`src/logic/period_timer_pkg.sv`:
```
// constants for the 8-bit period timer: register offsets, field positions,
// reset values and scaler limits
// assumes an 8-bit register port with byte-wide addresses
package period_timer_pkg;

  // register offsets on the 8-bit register port
  localparam logic [7:0] PERIPHERAL_FLAGS_ADDR = 8'h0C;
  localparam logic [7:0] TIMER_COUNT_ADDR = 8'h11;
  localparam logic [7:0] TIMER_CONTROL_ADDR = 8'h12;
  localparam logic [7:0] PERIPHERAL_ENABLES_ADDR = 8'h8C;
  localparam logic [7:0] PERIOD_VALUE_ADDR = 8'h92;

  // reset values and the count wrap value
  localparam logic [7:0] TIMER_COUNT_RESET = 8'h00;
  localparam logic [6:0] TIMER_CONTROL_RESET = 7'h00;
  localparam logic [7:0] PERIOD_VALUE_RESET = 8'hFF;
  localparam logic [7:0] COUNT_WRAP_VALUE = 8'h00;

  // control field positions
  localparam int PRESCALE_LSB = 0;
  localparam int PRESCALE_MSB = 1;
  localparam int RUN_BIT = 2;
  localparam int POSTSCALE_LSB = 3;
  localparam int POSTSCALE_MSB = 6;

  // flag / enable field position
  localparam int MATCH_BIT = 1;

  // prescaler terminal counts (ratio minus one)
  localparam logic [3:0] PRESCALE_LIMIT_DIV1 = 4'h0;
  localparam logic [3:0] PRESCALE_LIMIT_DIV4 = 4'h3;
  localparam logic [3:0] PRESCALE_LIMIT_DIV16 = 4'hF;

  // prescale select encodings
  localparam logic [1:0] PRESCALE_SEL_DIV1 = 2'h0;
  localparam logic [1:0] PRESCALE_SEL_DIV4 = 2'h1;

endpackage : period_timer_pkg

```
`src/logic/scaler_counter.sv`:
```
// one 4-bit divide-by-n counter, shared by the prescaler and postscaler
// assumes clear and step come from the same clock domain as mclk
`timescale 1ns/1ps
module scaler_counter
  import period_timer_pkg::*;
(
  input wire logic mclk,
  input wire logic resetn,
  input wire logic clear,
  input wire logic step,
  input wire logic [3:0] limit,
  output logic done,
  output logic [3:0] cnt
);

  logic [3:0] cnt_reg; // running count of steps
  logic [3:0] cnt_next; // next value of the count
  wire at_limit = (cnt_reg == limit); // terminal count reached

  // a clear in the same cycle swallows the step, so no stray pulse escapes
  assign done = step & at_limit & ~clear;
  assign cnt = cnt_reg;

  // next count: clear first, then wrap, then advance
  always_comb
  begin
    cnt_next = cnt_reg;
    if (clear)
      cnt_next = 4'h0;
    else if (step)
      cnt_next = at_limit ? 4'h0 : 4'(cnt_reg + 4'h1);
  end

  // count register
  always_ff @(posedge mclk or negedge resetn)
  begin
    if (!resetn)
      cnt_reg <= 4'h0;
    else
      cnt_reg <= cnt_next;
  end

endmodule : scaler_counter

```
`src/logic/period_timer.sv`:
```
// 8-bit period timer with prescaler, period compare and postscaler
// assumes mclk is the instruction clock and the register port strobes
// are one cycle long, synchronous to mclk, never both at once
//
// Chosen here: the plain strobed port.
`timescale 1ns/1ps
module period_timer
  import period_timer_pkg::*;
(
  input wire logic mclk,
  input wire logic resetn,
  input wire logic [7:0] reg_addr,
  input wire logic [7:0] reg_wdata,
  input wire logic reg_wr,
  input wire logic reg_rd,
  output logic [7:0] reg_rdata,
  output logic irq,
  output logic [7:0] timer_count_out,
  output logic match_pulse
);

  ////////////////////////////////////////////////////////////////////////////
  // register state

  logic [7:0] timer_count_reg; // the running count
  logic [7:0] timer_count_next; // its next value
  logic [6:0] timer_control_reg; // control bits 6:0, bit 7 not stored
  logic [7:0] period_value_reg; // period compare value
  logic match_flag_reg; // sticky postscaled match event
  logic match_flag_next; // its next value
  logic match_irq_enable_reg; // mask bit for the match flag
  logic match_pulse_reg; // raw match, one cycle per wrap
  logic [7:0] reg_rdata_reg; // read data, valid one cycle after the strobe

  ////////////////////////////////////////////////////////////////////////////
  // address decode
  // an unmapped address selects nothing, so its writes fall away

  wire sel_flags = (reg_addr == PERIPHERAL_FLAGS_ADDR);
  wire sel_count = (reg_addr == TIMER_COUNT_ADDR);
  wire sel_control = (reg_addr == TIMER_CONTROL_ADDR);
  wire sel_enables = (reg_addr == PERIPHERAL_ENABLES_ADDR);
  wire sel_period = (reg_addr == PERIOD_VALUE_ADDR);

  wire wr_flags = reg_wr & sel_flags; // write-one-to-clear strobe
  wire wr_count = reg_wr & sel_count; // count load strobe
  wire wr_control = reg_wr & sel_control; // control load strobe
  wire wr_enables = reg_wr & sel_enables; // mask load strobe
  wire wr_period = reg_wr & sel_period; // period load strobe

  ////////////////////////////////////////////////////////////////////////////
  // control fields
  // bit 7 has no storage at all, so writes to it cannot stick

  wire [1:0] prescale_select = timer_control_reg[PRESCALE_MSB:PRESCALE_LSB];
  wire timer_run = timer_control_reg[RUN_BIT];
  wire [3:0] postscale_select = timer_control_reg[POSTSCALE_MSB:POSTSCALE_LSB];

  // prescale field decode; both 1x codes give sixteen
  wire [3:0] prescale_limit =
    (prescale_select == PRESCALE_SEL_DIV1) ? PRESCALE_LIMIT_DIV1 :
    (prescale_select == PRESCALE_SEL_DIV4) ? PRESCALE_LIMIT_DIV4 :
    PRESCALE_LIMIT_DIV16;

  // postscale ratio is field plus one, so the field is the terminal count
  wire [3:0] postscale_limit = postscale_select;

  // either register write restarts both scalers from zero
  wire scaler_clear = wr_count | wr_control;

  ////////////////////////////////////////////////////////////////////////////
  // prescaler

  wire pre_tick; // one increment cycle of the count
  wire [3:0] pre_cnt; // prescaler count, seen by checks only

  // steps once per instruction clock while running; holding it still
  // while stopped keeps the whole timer quiet
  scaler_counter prescaler_i (
    .mclk(mclk),
    .resetn(resetn),
    .clear(scaler_clear),
    .step(timer_run),
    .limit(prescale_limit),
    .done(pre_tick),
    .cnt(pre_cnt)
  );

  ////////////////////////////////////////////////////////////////////////////
  // count and period compare
  // exact match only: a count loaded above the period runs on to FFh and rolls

  wire count_at_period = (timer_count_reg == period_value_reg);
  wire count_wrap = pre_tick & count_at_period; // match on this increment

  // next count: a software load beats the increment
  always_comb
  begin
    timer_count_next = timer_count_reg;
    if (wr_count)
      timer_count_next = reg_wdata;
    else if (count_wrap)
      timer_count_next = COUNT_WRAP_VALUE;
    else if (pre_tick)
      timer_count_next = 8'(timer_count_reg + 8'h01);
  end

  // count and raw match register
  always_ff @(posedge mclk or negedge resetn)
  begin
    if (!resetn)
    begin
      timer_count_reg <= TIMER_COUNT_RESET;
      match_pulse_reg <= 1'b0;
    end
    else
    begin
      timer_count_reg <= timer_count_next;
      match_pulse_reg <= count_wrap & ~wr_count;
    end
  end

  ////////////////////////////////////////////////////////////////////////////
  // postscaler
  // counts raw matches only; its clear shares the prescaler's cause

  wire post_tick; // postscaled match event
  wire [3:0] post_cnt; // postscaler count, seen by checks only

  scaler_counter postscaler_i (
    .mclk(mclk),
    .resetn(resetn),
    .clear(scaler_clear),
    .step(match_pulse_reg),
    .limit(postscale_limit),
    .done(post_tick),
    .cnt(post_cnt)
  );

  ////////////////////////////////////////////////////////////////////////////
  // flag and interrupt

  // a new event in the same cycle as a clear write keeps the flag set
  always_comb
  begin
    match_flag_next = match_flag_reg;
    if (wr_flags && reg_wdata[MATCH_BIT])
      match_flag_next = 1'b0;
    if (post_tick)
      match_flag_next = 1'b1;
  end

  // flag, control, enable and period registers
  always_ff @(posedge mclk or negedge resetn)
  begin
    if (!resetn)
    begin
      match_flag_reg <= 1'b0;
      match_irq_enable_reg <= 1'b0;
      timer_control_reg <= TIMER_CONTROL_RESET;
      period_value_reg <= PERIOD_VALUE_RESET;
    end
    else
    begin
      match_flag_reg <= match_flag_next;
      if (wr_enables)
        match_irq_enable_reg <= reg_wdata[MATCH_BIT];
      if (wr_control)
        timer_control_reg <= reg_wdata[6:0];
      if (wr_period)
        period_value_reg <= reg_wdata;
    end
  end

  // level interrupt, no latching beyond the flag itself
  assign irq = match_flag_reg & match_irq_enable_reg;

  ////////////////////////////////////////////////////////////////////////////
  // read path
  // the mux decodes the same address that qualifies the read strobe

  // unmapped addresses and unused bits read as zero
  wire [7:0] rd_mux =
    sel_flags ? {6'h00, match_flag_reg, 1'b0} :
    sel_count ? timer_count_reg :
    sel_control ? {1'b0, timer_control_reg} :
    sel_enables ? {6'h00, match_irq_enable_reg, 1'b0} :
    sel_period ? period_value_reg :
    8'h00;

  // read data stands only in the cycle after the strobe
  always_ff @(posedge mclk or negedge resetn)
  begin
    if (!resetn)
      reg_rdata_reg <= 8'h00;
    else
      reg_rdata_reg <= reg_rd ? rd_mux : 8'h00;
  end

  assign reg_rdata = reg_rdata_reg;
  assign timer_count_out = timer_count_reg;
  assign match_pulse = match_pulse_reg;
endmodule : period_timer

```
`config.mk`:
```
export PLATFORM = sky130hd
export DESIGN_NAME = period_timer
export DESIGN_NICKNAME = d
export VERILOG_FILES = /design/src/logic/period_timer_pkg.sv /design/src/logic/scaler_counter.sv /design/src/logic/period_timer.sv
export SDC_FILE = /design/constraint.sdc
export NUM_CORES = 1
export LEC_CHECK = 0
export BUFFER_PORTS_ARGS = -buffer_cell sky130_fd_sc_hd__clkbuf_2
export CORE_MARGIN = 2
export CORE_UTILIZATION = 50
export DETAILED_ROUTE_END_ITERATION = 12
export HOLD_SLACK_MARGIN = 0.06
export PLACE_DENSITY = 0.82
export SYNTH_ARGS = -nofsm -noshare
export SYNTH_HDL_FRONTEND = slang
export SYNTH_SLANG_ARGS = --single-unit
```
`constraint.sdc`:
```
create_clock -name mclk -period 4.8 [get_ports mclk]
set_input_delay 0.96 -clock mclk [delete_from_list [all_inputs] [get_ports mclk]]
set_output_delay 0.96 -clock mclk [all_outputs]
set_load 0.005 [all_outputs]
```
Yosys cells after proc, flatten, opt, wreduce, memory -nomap -nowiden. Index checks and enable logic that the tools add are counted. Widths: inputs -> output; s select.

Input bits: 20. Logic and storage cells: 61. Register bits after elaboration: 42. Output and inout port bits: 18.

Bitwise logic cells: 15. Equality and inequality tests: 9. Add/subtract/negate cells: 3. Muxes and demuxes: 19. Reduce and logical (&&, ||, !) cells: 6.

Operators with widths (count): $mux 8 (9); $mux 4 (8); $eq 8x5->1 const B (2); $eq 8x8->1 const B (2); $and 1x1->1 (12); $add 4x1->4 const B (2); $add 8x1->8 const B (1); $eq 4x4->1 (2); $eq 8x4->1 const B (1); $eq 8x8->1 (1); $reduce_bool 2->1 (3); $reduce_bool 3->1 (1); $eq 2x1->1 const B (1); $logic_not 2->1 (1); $mux 1 (2); $not 1->1 (2); $logic_and 1x1->1 (1); $or 1x1->1 (1).

Longest topological paths before layout.
Depth in word-level cells: 9. Mapped depth: 7. Gate-level depth less buffers: 6.

Cells and area by module. Synthesis repeated with hierarchy kept, for this count alone.

Cells, all modules: 233. Area total of the unflattened synthesis: 2517.4 sq um.

Modules (own cells, without submodules): period_timer (seq. area each 860.8 sq um, instances 1, cells an instance 177, area each 1954.4 sq um); scaler_counter (seq. area each 100.1 sq um, instances 2, cells an instance 28, area each 281.5 sq um).

Worst setup path before layout. OpenSTA, ideal clock, no wires.

Path type: input to register. From: input reg_addr[5]. To: register period_value_reg[0]. Required time: 4.718 ns. Path buffers: 0. Stages: 4. Library setup time: 0.082 ns. Arrival time: 2.175 ns. Setup slack: 2.542 ns. Path through: nor4b_4 > nand2_1 > nor2_2 > mux2_2.

Word-level cells in the longest chain between the ends: 2.

Ends and longest elaborated chain: start, declared (line period_timer.sv:12) `input wire logic [7:0] reg_addr,`; $eq 8x8->1 (line period_timer.sv:43) `wire sel_period = (reg_addr == PERIOD_VALUE_ADDR);`; $and 1x1->1 (line period_timer.sv:49) `wire wr_period = reg_wr & sel_period;`; end signal, assigned (line period_timer.sv:171) `period_value_reg <= reg_wdata;`; end, declared (line period_timer.sv:28) `logic [7:0] period_value_reg;`.

Every way passes these cells. A chain may end at the register's enable or synchronous reset.

Worst setup path after layout.
From: input reg_addr[0]. To: register timer_count_reg[2], in the netlist timer_count_out[2].

Word-level cells in the longest chain between the ends: 8. Elaborated cells on any way between the ends: 11. Those cells by class: eq/ne (2); mux (2); bitwise (6); reduce/logical (1).

Ends and longest elaborated chain: $eq 8x5->1 (on tied branches) (line period_timer.sv:40, period_timer.sv:41); $and 1x1->1 (on tied branches) (line period_timer.sv:46, period_timer.sv:47); $or 1x1->1 (line period_timer.sv:69) `wire scaler_clear = wr_count | wr_control;`; $not 1->1 (line scaler_counter.sv:21) `assign done = step & at_limit & ~clear;`; $and 1x1->1 (line scaler_counter.sv:21); $and 1x1->1 (line period_timer.sv:94) `wire count_wrap = pre_tick & count_at_period;`; $mux 8 (line period_timer.sv:102) `else if (count_wrap)`; $mux 8 (line period_timer.sv:100) `if (wr_count)`; end signal, assigned (line period_timer.sv:118) `timer_count_reg <= timer_count_next;`; end, declared (line period_timer.sv:25) `logic [7:0] timer_count_reg;`.

Several ways; a longest one is shown, not always the timed one.

==> flow_summary.toml <==
[status]
outcome = "finished, final reports clean"

[sta]
slew_viol_final = 0
rsz0062_at_grt = "no"
maxSlewHeadroom = 0.321
holdWs_ps = 530
worst_slew_pin_slew_ps = 1020
setup_viol = 0
period_needed_ps = 2470
hold_viol = 0
max_freq_mhz = 405
layout_worst_path_cycle_share = 0.514
tns_ps = 0
finalClockSkew_ps = 2.93

[setup_path]
cp-start-kind = "primary input"
r2r-start = "postscaler_i.cnt[0]"
worstPathArrival_ps = 2640
setup.worst_path.end_class = "flip-flop"
crit_end = "timer_count_out[2]"
required_ps = 4980
rr_worst_depth = 5
critPathMaxFanout = 10
r2r_setup_slack_ps = 2860
worst-setup-path-type = "in -> reg"
crit_start = "reg_addr[0]"
regToRegEndpoint = "postscaler_i.cnt[3]"

[power_and_ir_drop]
fin_total_pwr_mw = 0.869
peakVddDrop_v = 0.000208
p_per_area_mw_per_mm2 = 326
p_leak_nw = 1.22

[synth]
synth_area_per_cell_um2 = 9.92
syn_inst = 236
synth.ff_latch_count = 42
yosys_warnings = 0
yosysUniqueCellTypes = 41
synth_area_mm2 = 0.00234
syn_nets = 259
ys_seq_area_frac = 0.453

[floorplan]
core_mm2 = 0.00444
initial_core_util = 0.527
rows = 24
fp.dieArea_mm2 = 0.00525
die_w_um = 72.4
die_h_um = 72.4
io_pins = 38

[route]
dr.first_iter.drc_count = 142
wire_per_inst_um = 16.2
via_count = 1892
drc_errors = 0
totalWireLength_um = 5290
via_per_inst = 5.79
first_pass_iters = 4
ant_nets = 0

[global_route]
grt_start_max_net_pins = 43
grt.total_usage = 0.218
busiest_layer = "met2"
antenna_found_initial = 0
grtUsageMet3 = 0.0403
grtUsageMet1 = 0.291
grt-ovfl-total = 0
grt_pass1_wl_um = 8790
met2_usage = 0.355
grt_pass1_vias = 1887

[placed_design]
dp_cells = 319
finalWeightedCongestion = 0.889
port_buffers = 37
dp_hpwl_um = 3880

[finish]
mostFrequentLayoutCell = "clkbuf_2"
syn_to_final_growth_pct = 14.0
seq_area_mm2 = 0.00106
post-route-util = 0.601
finalNonFillerCells = 327
multi_input_area_mm2 = 0.00123
mostFrequentLayoutCells = "clkbuf_2 (37), dfrtp_1 (34), nor2_1 (28), nand2_1 (19), nand3_1 (19)"
drive_above_1_share = 0.295
antenna_cells = 0
nets = 297
fillers = 379

[clock_network]
numCtsBuffers = 5
path_clk_slew_ps = 80
post_cts_buffers = 0
post_cts_resized = 0
insertion_delay_ps = 300
ctsHtreeMaxLevel = 2
hold_buffers = 0
cts.sink_count = 42
cts_tree = "done"
cts_buffer_depth = 2
root_buffer = "clkbuf_8"

[run]
cap_violations = 0

[worst_hold_path]
hold_class = "reg -> reg"
## logic make-up (layout without fill, tap and decap cells)
kind of cell | Yosys count | after routing | share of synthesized area
DFF | 42 | 42 | 0.453
xor gates and xnor gates | 18 | 18 | 0.0673
adders and majority gates | 3 | 3 | 0.0160
muxes | 17 | 17 | 0.0812
buffers and inverters | 10 | 49 | 0.0203
AOI/OAI and AO/OA | 37 | 37 | 0.113
and+or+nand+nor | 109 | 109 | 0.249
## Yosys cell counts (all sizes together)
cell      n  area [µm²]
dfrtp    34         851
nor2     29         111
nand3    20         105
nand2    19        71.3
a21oi    17        96.4
mux2     16         180
xor2     15         131
dfstp     8         210
a22oi     7        52.6
or3       7        53.8
and3      6        37.5
and2      4        25.0
inv       4        15.0
nand2b    4        25.0
nor2b     4        25.0
nor3      4        20.0
o211ai    4        50.1
o21ai     4        20.0
buf       3        21.3
clkbuf    3        11.3
ha        3        37.5
nor4      3        18.8
xnor2     3        26.3
nand3b    2        15.0
nand4     2        12.5
nor4b     2        32.5
a32oi     1        8.76
mux2i     1        10.0
nand4b    1        8.76
nor3b     1        12.5
o2111ai   1        15.0
o22ai     1        6.26
o31ai     1        7.51
o41ai     1        8.76
or2       1        8.76
## how the worst min path moves through the flow
stage	depth (start not counted)	start	to	slack (ps)
2_1_floorplan	2	match_flag_reg	match_flag_reg	470
3_3_place_gp	2	match_flag_reg	match_flag_reg	490
3_5_place_dp	2	match_flag_reg	match_flag_reg	510
4_1_cts	2	match_flag_reg	match_flag_reg	530
5_1_grt	1	match_irq_enable_reg	match_irq_enable_reg	570
6_report	2	match_flag_reg	match_flag_reg	530
## layer usage
layer  vias to the layer above  wire [µm]
li1                        914          -
met1                       919       2480
met2                        51       2510
met3                         8        213
met4                         0         82
met5                         -          0
## where the power goes
| group | switching [mW] | internal (mW) |
|---|---|---|
| Combinational | 0.0807 | 0.0726 |
| Clock | 0.126 | 0.155 |
| Sequential | 0.0439 | 0.391 |
## metrics by stage
step,cell area (µm²),setup slack [ps]
after floorplan,2340,2540
after global placement,2560,2150
after detailed placement,2560,2070
after CTS,2670,2360
after global routing,2670,2140
final,2670,2330
## layout make-up
class / instances / area share
inverter: 4 / 0.00562
multi-input combinational: 184 / 0.462
clock inverter: 2 / 0.0141
tap: 52 / 0.0244
sequential: 42 / 0.397
timing repair buffer: 37 / 0.0694
clock buffer: 6 / 0.0272
## critical path, cell delays in order
cell      delay (ps)
clkbuf_2         110
nor2b_1          560
nand4_1          450
and2_1           300
mux2i_1          160
o211ai_2         100
Power figures use the tool's default switching activity.
